[config.mk]
export PLATFORM = sky130hd
export DESIGN_NAME = rsfu_top
export DESIGN_NICKNAME = d
export VERILOG_FILES = /design/src/rtl/rsfu_pkg.sv /design/src/rtl/rsfu_delay.sv /design/src/rtl/rsfu_top.sv
export SDC_FILE = /design/constraint.sdc
export NUM_CORES = 1
export LEC_CHECK = 0
export BUFFER_PORTS_ARGS = -buffer_cell sky130_fd_sc_hd__buf_2
export CAP_MARGIN = 5
export CORE_MARGIN = 10
export CORE_UTILIZATION = 40
export CTS_CLUSTER_DIAMETER = 100
export DETAILED_ROUTE_END_ITERATION = 10
export PLACE_DENSITY = 0.6
export SLEW_MARGIN = 10
export SYNTH_ARGS = -nofsm -noshare
export SYNTH_HDL_FRONTEND = slang
export SYNTH_SLANG_ARGS = --single-unit
[constraint.sdc]
create_clock -name clk_sys_i -period 4.9 [get_ports clk_sys_i]
set_input_delay 0.98 -clock clk_sys_i [delete_from_list [all_inputs] [get_ports clk_sys_i]]
set_output_delay 0.98 -clock clk_sys_i [all_outputs]
set_load 0.03 [all_outputs]
[src/rtl/rsfu_pkg.sv]
/*
 * Shared constants and types for the raw serial frame unit.
 * Assumes a 10 MHz system clock and byte-wide serial interfaces outside.
 */
`default_nettype none
package rsfu_pkg;
    localparam int unsigned FRAME_MAX_BYTES = 256;
    localparam int unsigned CLK_HZ          = 10_000_000;
    localparam int unsigned DELAY_STEP_MS   = 10;
    localparam int unsigned DELAY_MAX_MS    = 99_990;
    localparam int unsigned STEP_CYCLES     = CLK_HZ / 1000 * DELAY_STEP_MS;
    localparam int unsigned DELAY_STEPS_MAX = DELAY_MAX_MS / DELAY_STEP_MS;
    localparam logic [7:0]  CODE_CR         = 8'h0d;
    localparam logic [7:0]  CODE_LF         = 8'h0a;
    localparam logic [8:0]  LEN_ZERO        = 9'h000;

    typedef enum logic [1:0] {
        RSFU_END_NONE = 2'b00,
        RSFU_END_BYTE = 2'b01,
        RSFU_END_CRLF = 2'b10
    } rsfu_end_mode_t;

    typedef struct packed {
        logic           lead_en;
        logic [7:0]     leading_code;
        rsfu_end_mode_t end_mode;
        logic [7:0]     trailing_code;
        logic [13:0]    delay_steps;
    } rsfu_cfg_t;

    typedef struct packed {
        logic       valid;
        logic [7:0] data;
    } rsfu_byte_t;
endpackage
`default_nettype wire

[src/rtl/rsfu_delay.sv]
/*
 * Send delay timer: counts whole 10 ms steps after a start pulse.
 * Assumes a start pulse from the same clock domain.
 */
`timescale 1ns/10ps
`default_nettype none
module rsfu_delay
    import rsfu_pkg::*;
#(
    parameter int unsigned STEP_CYC = STEP_CYCLES
) (
    // Clock and reset
    input  wire logic        clk_sys_i,
    input  wire logic        reset_i,
    // Control
    input  wire logic        start_i,
    input  wire logic [13:0] steps_i,
    output logic             done_o
);
    initial begin
        if (STEP_CYC < 1 || STEP_CYC > 2**20) $error("rsfu_delay: bad STEP_CYC");
    end

    logic [19:0] tick_q;
    logic [13:0] steps_q;
    logic        run_q;
    wire         tick_end = (tick_q == 20'(STEP_CYC - 1));
    wire         last     = (steps_q == 14'h0000);

    // A zero-step delay ends in the cycle after the start pulse.
    assign done_o = run_q && last;

    always_ff @(posedge clk_sys_i) begin
        if (reset_i) begin
            run_q   <= 1'b0;
            tick_q  <= 20'h00000;
            steps_q <= 14'h0000;
        end else if (start_i) begin
            run_q   <= 1'b1;
            tick_q  <= 20'h00000;
            steps_q <= steps_i;
        end else if (run_q) begin
            if (last) begin
                run_q <= 1'b0;
            end else if (tick_end) begin
                tick_q  <= 20'h00000;
                steps_q <= steps_q - 14'h0001;
            end else begin
                tick_q <= tick_q + 20'h00001;
            end
        end
    end
endmodule
`default_nettype wire

[src/rtl/rsfu_top.sv]
/*
 * Raw serial frame unit: frames memory payload for sending and strips
 * received frames down to their payload.
 * Assumes a serial transmitter with a byte valid/ready handshake and a receiver with byte valid only
 * on the line side and a memory sequencer on the internal side.
 */
// Functional notes
// (RL1) Frames never exceed 256 bytes including codes.
// (RL2) Optional leading byte, optional trailer byte or CRLF.
// (RL3) Payload limit is 256 minus code bytes.
// (RL4) Transmit only payload wrapped by configured codes.
// (RL5) Receive stores payload only, codes discarded.
// (RL6) First matching leading code starts the frame.
// (RL7) First matching trailing code ends the frame.
// (RL8) Payload byte equal to trailer ends frame early.
// (RL9) Send waits programmed 10 ms steps first.
// (RL10) No trailer: frame ends at payload limit.
// (RL11) Completion signalled only at trailer or limit.
`timescale 1ns/10ps
`default_nettype none
module rsfu_top
    import rsfu_pkg::*;
#(
    parameter int unsigned STEP_CYC = STEP_CYCLES
) (
    // Clock and reset
    input  wire logic       clk_sys_i,
    input  wire logic       reset_i,
    // Configuration
    input  wire rsfu_cfg_t  cfg_i,
    // Send command and payload from memory
    input  wire logic       send_frame_cmd_alt_i,
    input  wire logic [8:0] send_len_i,
    output logic            pay_rd_o,
    input  wire rsfu_byte_t pay_rd_data_i,
    output logic            send_busy_o,
    output logic            send_done_o,
    // Line transmit
    output rsfu_byte_t      line_tx_o,
    input  wire logic       line_tx_ready_i,
    // Receive command, line receive and memory write
    input  wire logic       receive_frame_cmd_alt_i,
    input  wire rsfu_byte_t line_rx_i,
    output rsfu_byte_t      pay_wr_o,
    output logic            recv_done_o,
    output logic [8:0]      recv_len_o
);
    // The delay field is 14 bits wide, so the largest step count must fit in it.
    initial begin
        if (STEP_CYC < 1 || DELAY_STEPS_MAX >= 2**14) $error("rsfu_top: bad step settings");
    end

    // Payload capacity of the active format; shared by both directions.
    function automatic logic [8:0] pay_cap(input rsfu_cfg_t c);
        logic [1:0] codes;
        codes = {1'b0, c.lead_en};
        unique case (c.end_mode)
            RSFU_END_BYTE: codes = codes + 2'h1;
            RSFU_END_CRLF: codes = codes + 2'h2;
            default:       codes = codes + 2'h0;
        endcase
        pay_cap = 9'(FRAME_MAX_BYTES - 32'(codes)); // [RL1] [RL3]
    endfunction

    wire [8:0] cap = pay_cap(cfg_i);

    // Transmit side.
    typedef enum logic [2:0] {
        RSFU_TX_IDLE = 3'b000,
        RSFU_TX_WAIT = 3'b001,
        RSFU_TX_LEAD = 3'b010,
        RSFU_TX_DATA = 3'b011,
        RSFU_TX_END1 = 3'b100,
        RSFU_TX_END2 = 3'b101
    } rsfu_tx_st_t;

    rsfu_tx_st_t tx_st_q;
    logic [8:0]  tx_left_q;
    rsfu_byte_t  tx_q;
    logic        delay_done;

    rsfu_delay #(
        .STEP_CYC(STEP_CYC)
    ) u_delay (
        .clk_sys_i(clk_sys_i),
        .reset_i  (reset_i),
        .start_i  (send_frame_cmd_alt_i && tx_st_q == RSFU_TX_IDLE),
        .steps_i  (cfg_i.delay_steps),
        .done_o   (delay_done)
    );

    wire tx_free  = !tx_q.valid || line_tx_ready_i;
    wire has_tail = cfg_i.end_mode != RSFU_END_NONE;
    // A payload byte is fetched only when the output register can take it.
    assign pay_rd_o    = (tx_st_q == RSFU_TX_DATA) && tx_free && tx_left_q != LEN_ZERO;
    assign send_busy_o = tx_st_q != RSFU_TX_IDLE;
    assign line_tx_o   = tx_q;

    always_ff @(posedge clk_sys_i) begin
        if (reset_i) begin
            tx_st_q     <= RSFU_TX_IDLE;
            tx_left_q   <= LEN_ZERO;
            tx_q        <= '0;
            send_done_o <= 1'b0;
        end else begin
            send_done_o <= 1'b0;
            if (tx_q.valid && line_tx_ready_i) tx_q.valid <= 1'b0;
            unique case (tx_st_q)
                RSFU_TX_IDLE: if (send_frame_cmd_alt_i) begin
                    tx_st_q   <= RSFU_TX_WAIT;
                    // Oversized requests are cut to the format's capacity.
                    tx_left_q <= (send_len_i > cap) ? cap : send_len_i; // [RL1] [RL3]
                end
                RSFU_TX_WAIT: if (delay_done) begin // [RL9]
                    tx_st_q <= cfg_i.lead_en ? RSFU_TX_LEAD : RSFU_TX_DATA;
                end
                RSFU_TX_LEAD: if (tx_free) begin
                    tx_q    <= '{valid: 1'b1, data: cfg_i.leading_code}; // [RL2] [RL4]
                    tx_st_q <= RSFU_TX_DATA;
                end
                RSFU_TX_DATA: if (tx_free) begin
                    if (tx_left_q == LEN_ZERO) begin
                        tx_st_q <= has_tail ? RSFU_TX_END1 : RSFU_TX_IDLE;
                        send_done_o <= !has_tail;
                    end else begin
                        // Memory answers the fetch combinationally.
                        tx_q      <= '{valid: 1'b1, data: pay_rd_data_i.data}; // [RL4]
                        tx_left_q <= tx_left_q - 9'h001;
                    end
                end
                RSFU_TX_END1: if (tx_free) begin
                    tx_q <= '{valid: 1'b1, data: (cfg_i.end_mode == RSFU_END_CRLF)
                                                 ? CODE_CR : cfg_i.trailing_code}; // [RL2]
                    tx_st_q     <= (cfg_i.end_mode == RSFU_END_CRLF) ? RSFU_TX_END2 : RSFU_TX_IDLE;
                    send_done_o <= cfg_i.end_mode != RSFU_END_CRLF;
                end
                RSFU_TX_END2: if (tx_free) begin
                    tx_q        <= '{valid: 1'b1, data: CODE_LF};
                    tx_st_q     <= RSFU_TX_IDLE;
                    send_done_o <= 1'b1;
                end
                default: tx_st_q <= RSFU_TX_IDLE;
            endcase
        end
    end

    // Receive side.
    typedef enum logic [1:0] {
        RSFU_RX_IDLE = 2'b00,
        RSFU_RX_HUNT = 2'b01,
        RSFU_RX_DATA = 2'b10,
        RSFU_RX_LF   = 2'b11
    } rsfu_rx_st_t;

    rsfu_rx_st_t rx_st_q;
    logic [8:0]  rx_cnt_q;
    wire         rx_v      = line_rx_i.valid;
    wire [7:0]   rx_b      = line_rx_i.data;
    wire         is_lead   = rx_v && rx_b == cfg_i.leading_code;
    wire         is_tail   = rx_v && cfg_i.end_mode == RSFU_END_BYTE
                             && rx_b == cfg_i.trailing_code;
    wire         is_cr     = rx_v && cfg_i.end_mode == RSFU_END_CRLF && rx_b == CODE_CR;
    wire         at_limit  = (rx_cnt_q + 9'h001) == cap;

    always_ff @(posedge clk_sys_i) begin
        if (reset_i) begin
            rx_st_q     <= RSFU_RX_IDLE;
            rx_cnt_q    <= LEN_ZERO;
            pay_wr_o    <= '0;
            recv_done_o <= 1'b0;
            recv_len_o  <= LEN_ZERO;
        end else begin
            pay_wr_o.valid <= 1'b0;
            recv_done_o    <= 1'b0;
            unique case (rx_st_q)
                RSFU_RX_IDLE: if (receive_frame_cmd_alt_i) begin
                    rx_cnt_q <= LEN_ZERO;
                    rx_st_q  <= cfg_i.lead_en ? RSFU_RX_HUNT : RSFU_RX_DATA;
                end
                // Bytes before the first leading code are dropped; later
                // copies of that code are payload.
                RSFU_RX_HUNT: if (is_lead) rx_st_q <= RSFU_RX_DATA; // [RL5] [RL6]
                RSFU_RX_DATA: if (rx_v) begin
                    if (is_tail) begin // [RL7] [RL8]
                        rx_st_q     <= RSFU_RX_IDLE;
                        recv_done_o <= 1'b1; // [RL11]
                        recv_len_o  <= rx_cnt_q;
                    end else if (is_cr) begin
                        rx_st_q <= RSFU_RX_LF;
                    end else begin
                        pay_wr_o <= '{valid: 1'b1, data: rx_b}; // [RL5]
                        rx_cnt_q <= rx_cnt_q + 9'h001;
                        if (at_limit) begin // [RL10] [RL1]
                            rx_st_q     <= RSFU_RX_IDLE;
                            recv_done_o <= 1'b1; // [RL11]
                            recv_len_o  <= rx_cnt_q + 9'h001;
                        end
                    end
                end
                // A CR not followed by LF is stored as payload, but the byte after
                // it is lost: the memory port takes only one write per cycle.
                RSFU_RX_LF: if (rx_v) begin
                    if (rx_b == CODE_LF) begin
                        rx_st_q     <= RSFU_RX_IDLE;
                        recv_done_o <= 1'b1; // [RL11]
                        recv_len_o  <= rx_cnt_q;
                    end else begin
                        pay_wr_o <= '{valid: 1'b1, data: CODE_CR};
                        rx_cnt_q <= rx_cnt_q + 9'h001;
                        rx_st_q  <= at_limit ? RSFU_RX_IDLE : RSFU_RX_DATA;
                        recv_done_o <= at_limit;
                        recv_len_o  <= rx_cnt_q + 9'h001;
                    end
                end
            endcase
        end
    end

    // Checks.
    tx_len_cap_a: assert property (@(posedge clk_sys_i) disable iff (reset_i) // [RL3]
        tx_left_q <= cap) else $error("transmit count above payload capacity");
    rx_len_cap_a: assert property (@(posedge clk_sys_i) disable iff (reset_i) // [RL1]
        recv_done_o |-> recv_len_o <= cap) else $error("received length above capacity");
    tx_wait_hold_a: assert property (@(posedge clk_sys_i) disable iff (reset_i) // [RL9]
        (tx_st_q == RSFU_TX_WAIT && !delay_done) |=> !line_tx_o.valid || $past(line_tx_o.valid))
        else $error("byte sent during send delay");
    tx_lead_first_a: assert property (@(posedge clk_sys_i) disable iff (reset_i) // [RL4]
        (tx_st_q == RSFU_TX_LEAD && tx_free) |=> line_tx_o.data == cfg_i.leading_code)
        else $error("leading code not sent first");
    tx_lf_after_a: assert property (@(posedge clk_sys_i) disable iff (reset_i) // [RL2]
        (tx_st_q == RSFU_TX_END2 && tx_free) |=> line_tx_o.data == CODE_LF && send_done_o)
        else $error("line feed missing after carriage return");
    rx_tail_end_a: assert property (@(posedge clk_sys_i) disable iff (reset_i) // [RL7]
        (rx_st_q == RSFU_RX_DATA && is_tail) |=> recv_done_o && !pay_wr_o.valid)
        else $error("trailing code stored or did not end frame");
    rx_hunt_drop_a: assert property (@(posedge clk_sys_i) disable iff (reset_i) // [RL6]
        (rx_st_q == RSFU_RX_HUNT) |=> !pay_wr_o.valid) else $error("byte stored before start");
    rx_store_a: assert property (@(posedge clk_sys_i) disable iff (reset_i) // [RL5]
        (rx_st_q == RSFU_RX_DATA && rx_v && !is_tail && !is_cr)
        |=> pay_wr_o.valid && pay_wr_o.data == $past(rx_b)) else $error("payload byte lost");
    rx_done_only_a: assert property (@(posedge clk_sys_i) disable iff (reset_i) // [RL11]
        recv_done_o |-> rx_st_q == RSFU_RX_IDLE) else $error("done while frame open");
endmodule
`default_nettype wire

==> impl_metrics.toml, run 1 <==
[status]
status = "completed"

[worst_setup_path]
required_ns = 5.16
end_kind = "register"
cp-start-kind = "input pin"
cp_max_fo = 12
path_cells = "buf_2 -> inv_1 -> ha_1 -> a21oi_1 -> a31oi_1 -> inv_1 -> ha_1 -> inv_1 -> ha_1 -> nor2b_1 -> o211ai_1 -> a31o_2 -> a311o_1 -> a21oi_1 -> buf_4 -> nand3b_1 -> o221ai_1"
cpMaxStageDelayCell = "ha_1"
cpPeakStageDelay_ns = 0.38
cp.buffers_inverters = 5
path_depth = 17
reg2reg_slack_ns = 1.91
critPathTopFamily = "compound AO/OA/AOI/OAI gates"
arrival_ns = 4.32
reg2reg_depth = 5
crit_type = "in -> reg"

[sta]
fmax_mhz = 246
setup_violations = 0
finalSetupTns_ns = 0
period_share = 0.829
final.setup_skew_ns = 0.00890
fin_crit_ns = 4.06
hold_violations = 0
rsz0062_at_grt = "false"
slew_violations = 0
worst_pin_slew_ns = 1.08
maxSlewHeadroom = 0.273
setup_slack_ns = 0.838

[global_routing]
met3_usage = 0.0391
grt_pass1_wl_um = 24400
grt_use_met1 = 0.201
met2_usage = 0.258
grt_usage = 0.159
grt_max_degree = 38
overflow = 0
busiest_layer = "met2"
grt_pass1_vias = 4981
antenna_found_initial = 0

[yosys]
synth_edf_count = 0
synthCells = 684
yosysWarnings = 0
async_flop_share = 0
synth_cell_types = 71
synth-seq-cells = 87
syn_nets = 765
ys_seq_area_frac = 0.323
synthTopCellsByCount = "87 x dfxtp_1, 87 x nor2_1, 75 x nand2_1"
synth_area_leaders = "dfxtp_1 32%, nor2_1 6.1%, xor2_1 6.0%, nand2_1 5.2%, xnor2_1 4.2%"
netlist_area_um2 = 5390
postSynthAreaPerCell_um2 = 7.89
yosysTopAreaCell = "dfxtp_1"
ys.flop_type = "dfxtp_1"
netlist.area_leader.share = 0.323

[pwr]
seq_power_share = 0.431
power_density_nw_per_um2 = 285
ir_drop_v = 0.000176
finalPower_mw = 1.78
p_switching_mw = 0.514
swShare = 0.289
power_frac_comb = 0.172
power.internal_mw = 1.26
p_leak_nw = 2.49
clock_power_share = 0.397

[placed_design]
pre_cts_ws_ns = 0.494
numPortBuffers = 94
dp_hpwl_um = 11600
placed_cells = 921
place.gp.congestion = 0.882

[cells_and_area]
area_delta_synth_final_pct = 15.8
n_fill_cell = 1358
fin_cells = 937
nets = 837
diodes = 0
drive_gt1_frac = 0.167

[clock_tree]
cts.htree.levels = 3
cts_buffer_depth = 2
postCtsResizedCells = 0
clk_latency_ns = 0.35
numCtsBuffers = 9
cts_tree = "done"
post_cts_buffers = 0
cts_sinks = 87
postCtsHoldBufs = 0
root_buffer = "clkbuf_16"
cts.clk_slew.worst_paths_ns = 0.06

[route]
vias = 5201
dr.first_iter.drc_count = 363
drc = 0
firstDrtPassIters = 6
ant_nets = 0
vias_per_cell = 5.55
wire_per_inst_um = 16.3
drt_wl_total_um = 15300

[hold_path]
hold_depth = 2
hold_class = "reg -> reg"

[floorplan]
rows = 42
dieWidth_um = 136
fp.coreArea_um2 = 13200
io_pins = 96
start_util = 0.407
die_area_um2 = 18500
die_y_um = 136

[flow_run]
drv_cap = 0
-- through the flow --
stage	hold WS, ns	util	instance area (um2)
after floorplan	0.477	-	5390
after CTS	0.464	0.472	6250
after global routing	0.483	0.472	6250
after detailed placement	0.458	0.449	5940
after global placement	0.453	0.449	5940
final	0.472	0.472	6250
-- cell type report --
class,instances,area (um2),share of cell area
tap,176,220,0.0352
inverter,24,90.1,0.0144
sequential,87,1740,0.279
clock buffer,10,239,0.0383
clock inverter,6,67.6,0.0108
multi-input combinational,536,3390,0.542
timing repair buffer,98,500,0.0801
-- power by group through the flow --
stage / Sequential, mW / Clock (mW) / Combinational (mW)
final: 0.765 / 0.706 / 0.307
after global routing: 0.770 / 0.748 / 0.340
after CTS: 0.764 / 0.724 / 0.306
after detailed placement: 0.780 / 0 / 0.305
after global placement: 0.779 / 0 / 0.295
after floorplan: 0.775 / 0 / 0.212
-- per-layer routing --
metal | vias up | wire (um) | share of wire
li1 | 2616 | - | -
met1 | 2444 | 7100 | 0.46
met2 | 126 | 7140 | 0.47
met3 | 15 | 812 | 0.053
met4 | 0 | 229 | 0.015
met5 | - | 0 | 0
-- path summary, 6_finish.rpt --
path,from,end
hold / removal,line_tx_o[3],line_tx_o[3]
setup reg to reg,tx_st_q[0],tx_left_q[5]
setup / recovery,cfg_i[22],tx_left_q[5]
hold reg to reg,line_tx_o[3],line_tx_o[3]
-- worst register-to-register path: stages, from the launching register on --
cell and delay (ns):
dfxtp_1 0.46, nor3_1 0.49, nand2_1 0.70, nor2_1 0.81
nand3b_1 0.31, o221ai_1 0.16
-- cells in the final DEF, fill, tap and decap left out, types with 4 or more instances in the layout --
| master | Yosys | final |
|---|---|---|
| buf_2 | 3 | 94 |
| nor2_1 | 87 | 87 |
| dfxtp_1 | 87 | 87 |
| nand2_1 | 75 | 75 |
| xor2_1 | 37 | 37 |
| a21oi_1 | 33 | 33 |
| xnor2_1 | 26 | 26 |
| inv_1 | 24 | 24 |
| nor3_1 | 24 | 24 |
| o21ai_0 | 24 | 24 |
| nand3_1 | 24 | 24 |
| a211oi_1 | 17 | 17 |
| ha_1 | 16 | 16 |
| mux2i_1 | 15 | 15 |
| nand4_1 | 12 | 12 |
| a31oi_1 | 9 | 9 |
| nor4_1 | 9 | 9 |
| clkbuf_16 | 0 | 9 |
| or3_1 | 8 | 8 |
| o221ai_1 | 8 | 8 |
| nor2b_1 | 7 | 7 |
| and2_1 | 7 | 7 |
| and4_1 | 7 | 7 |
| o211ai_1 | 6 | 6 |
| nand2b_1 | 5 | 5 |
| or4_1 | 5 | 5 |
| a222oi_1 | 5 | 5 |
| and3_1 | 5 | 5 |
| o31a_1 | 4 | 4 |
| nand3b_1 | 4 | 4 |
| a22oi_1 | 4 | 4 |
| buf_4 | 2 | 4 |
-- sequential cells by signal, summed over array words and instances (netlist names) --
name             cells
send_done_o          1
tx_st_q              3
u_delay.tick_q      20
u_delay.steps_q     14
rx_st_q              2
recv_len_o           9
line_tx_o            9
recv_done_o          1
u_delay.run_q        1
pay_wr_o             9
rx_cnt_q             9
tx_left_q            9
-- cell families after synthesis --
group	synth area share
and+or+nand+nor	0.272
AOI/OAI and AO/OA	0.189
DFF	0.323
xor gates and xnor gates	0.102
buffers and inverters	0.0489
adders and majority gates	0.0371
muxes	0.0278
Power figures use the tool's default switching activity.
==> inputs of run 2 (changes only) <==
clock period = 3.74 ns   (was 4.9 ns; I/O delays follow)
==> impl_metrics.toml, run 2 (synthesis results as in run 1) <==
[global_routing]
grt_max_degree = 34
overflow = 0
grt_usage = 0.163
grt_pass1_wl_um = 24800
antenna_found_initial = 0
grt_pass1_vias = 5027

[route]
drc = 0
ant_nets = 0
wire_per_inst_um = 16.4
drt_wl_total_um = 15500
vias_per_cell = 5.60
vias = 5294
dr.first_iter.drc_count = 325
firstDrtPassIters = 7

[flow_run]
drv_cap = 0

[sta]
slew_violations = 0
worst_pin_slew_ns = 1.07
fin_crit_ns = 3.44
hold_violations = 0
finalSetupTns_ns = 0
setup_violations = 0
final.setup_skew_ns = 0.00944
period_share = 0.921
rsz0062_at_grt = "false"
maxSlewHeadroom = 0.280
fmax_mhz = 290

[floorplan]
start_util = 0.407
dieWidth_um = 136
io_pins = 96
fp.coreArea_um2 = 13200
rows = 42
die_y_um = 136
die_area_um2 = 18500

[hold_path]
hold_class = "reg -> reg"

[placed_design]
dpl_cell_area_um2 = 6020
placed_cells = 931
numPortBuffers = 94
dp_hpwl_um = 12000
place.gp.congestion = 0.929

[worst_setup_path]
cp_max_fo = 8
required_ns = 4.00
cp-start-kind = "input pin"
crit_type = "in -> reg"
end_kind = "register"
arrival_ns = 3.70

[cells_and_area]
nets = 847
final_common_cell = "buf_2"
top_register = "u_delay.tick_q"
final_area_um2 = 6320
reg_top3 = "u_delay.tick_q: 20 flops, u_delay.steps_q: 14 flops"
drive_gt1_frac = 0.175
largest_reg_flops = 20
diodes = 0
area_delta_synth_final_pct = 17.1
fin_cells = 946
final_cell_mix = "94 x buf_2, 87 x nor2_1, 87 x dfxtp_1, 75 x nand2_1, 37 x xor2_1"

[clock_tree]
cts_buffer_depth = 2
cts.clk_slew.worst_paths_ns = 0.07
cts_tree = "done"
cts.htree.levels = 3
cts_sinks = 87
numCtsBuffers = 9
root_buffer = "clkbuf_16"
clk_latency_ns = 0.35

[status]
status = "completed"

[pwr]
p_leak_nw = 2.53
power_density_nw_per_um2 = 367
ir_drop_v = 0.000208
run 2: cell count changes in the layout (fill, tap and decap cells not counted):
| cell | previous run | this run |
|---|---|---|
| buf_4 | 4 | 14 |
| clkbuf_1 | 0 | 2 |
| clkbuf_8 | 1 | 0 |
| clkinv_2 | 1 | 0 |
| clkinvlp_4 | 2 | 1 |
| ha_1 | 16 | 15 |
| ha_4 | 0 | 1 |
run 2: final timing paths:
check	startpoint	end	slack, ns	cells after the start
setup / recovery	cfg_i[22]	tx_left_q[7]	0.30	17
setup reg to reg	rx_cnt_q[0]	recv_len_o[1]	0.88	7
hold reg to reg	pay_wr_o[5]	pay_wr_o[5]	0.47	2
hold / removal	pay_wr_o[5]	pay_wr_o[5]	0.47	2
run 2: area by class of cell:
cell class | instances | area [um2]
multi-input combinational | 536 | 3400
clock buffer | 11 | 233
timing repair buffer | 108 | 576
sequential | 87 | 1740
inverter | 24 | 90.1
clock inverter | 4 | 55.1
tap | 176 | 220
fill | 1326 | 6930
run 2: worst max-delay path: stages:
cell and delay (ns):
buf_2 0.13, inv_1 0.11, ha_4 0.30, a21oi_1 0.06
a31oi_1 0.21, inv_1 0.07, ha_1 0.29, inv_1 0.05
ha_1 0.27, nor2b_1 0.16, o211ai_1 0.10, a31o_2 0.22
a311o_1 0.31, a21oi_1 0.16, buf_4 0.18, nand3b_1 0.19
o221ai_1 0.14
run 2: power breakdown:
| part | switching [mW] | leakage (nW) | internal [mW] |
|---|---|---|---|
| clock | 0.379 | 0.136 | 0.518 |
| sequential | 0.0413 | 0.707 | 0.962 |
| combinational | 0.249 | 1.69 | 0.168 |
run 2: per-stage QoR:
step	setup WS (ns)	hold slack [ns]	util	power (mW)
after detailed placement	-0.117	0.462	0.454	1.43
after floorplan	0.0276	0.477	-	1.29
final	0.296	0.470	0.477	2.32
after global routing	0.0439	0.490	0.477	2.42
after CTS	0.248	0.471	0.476	2.33
after global placement	0.00536	0.451	0.454	1.42
run 2: per-layer routing:
layer,vias to the layer above,share of wire,global-route usage
met4,0,0.019,0.0639
met1,2492,0.44,0.204
met5,-,0,0
met2,149,0.48,0.266
li1,2630,-,-
met3,23,0.054,0.0347
run 2: what timing repair did:
action / CTS / global route
hold buffers: 0 / 0
setup buffers: 0 / 0
setup endpoints to repair: 0 / 2
resized for setup: 0 / 1
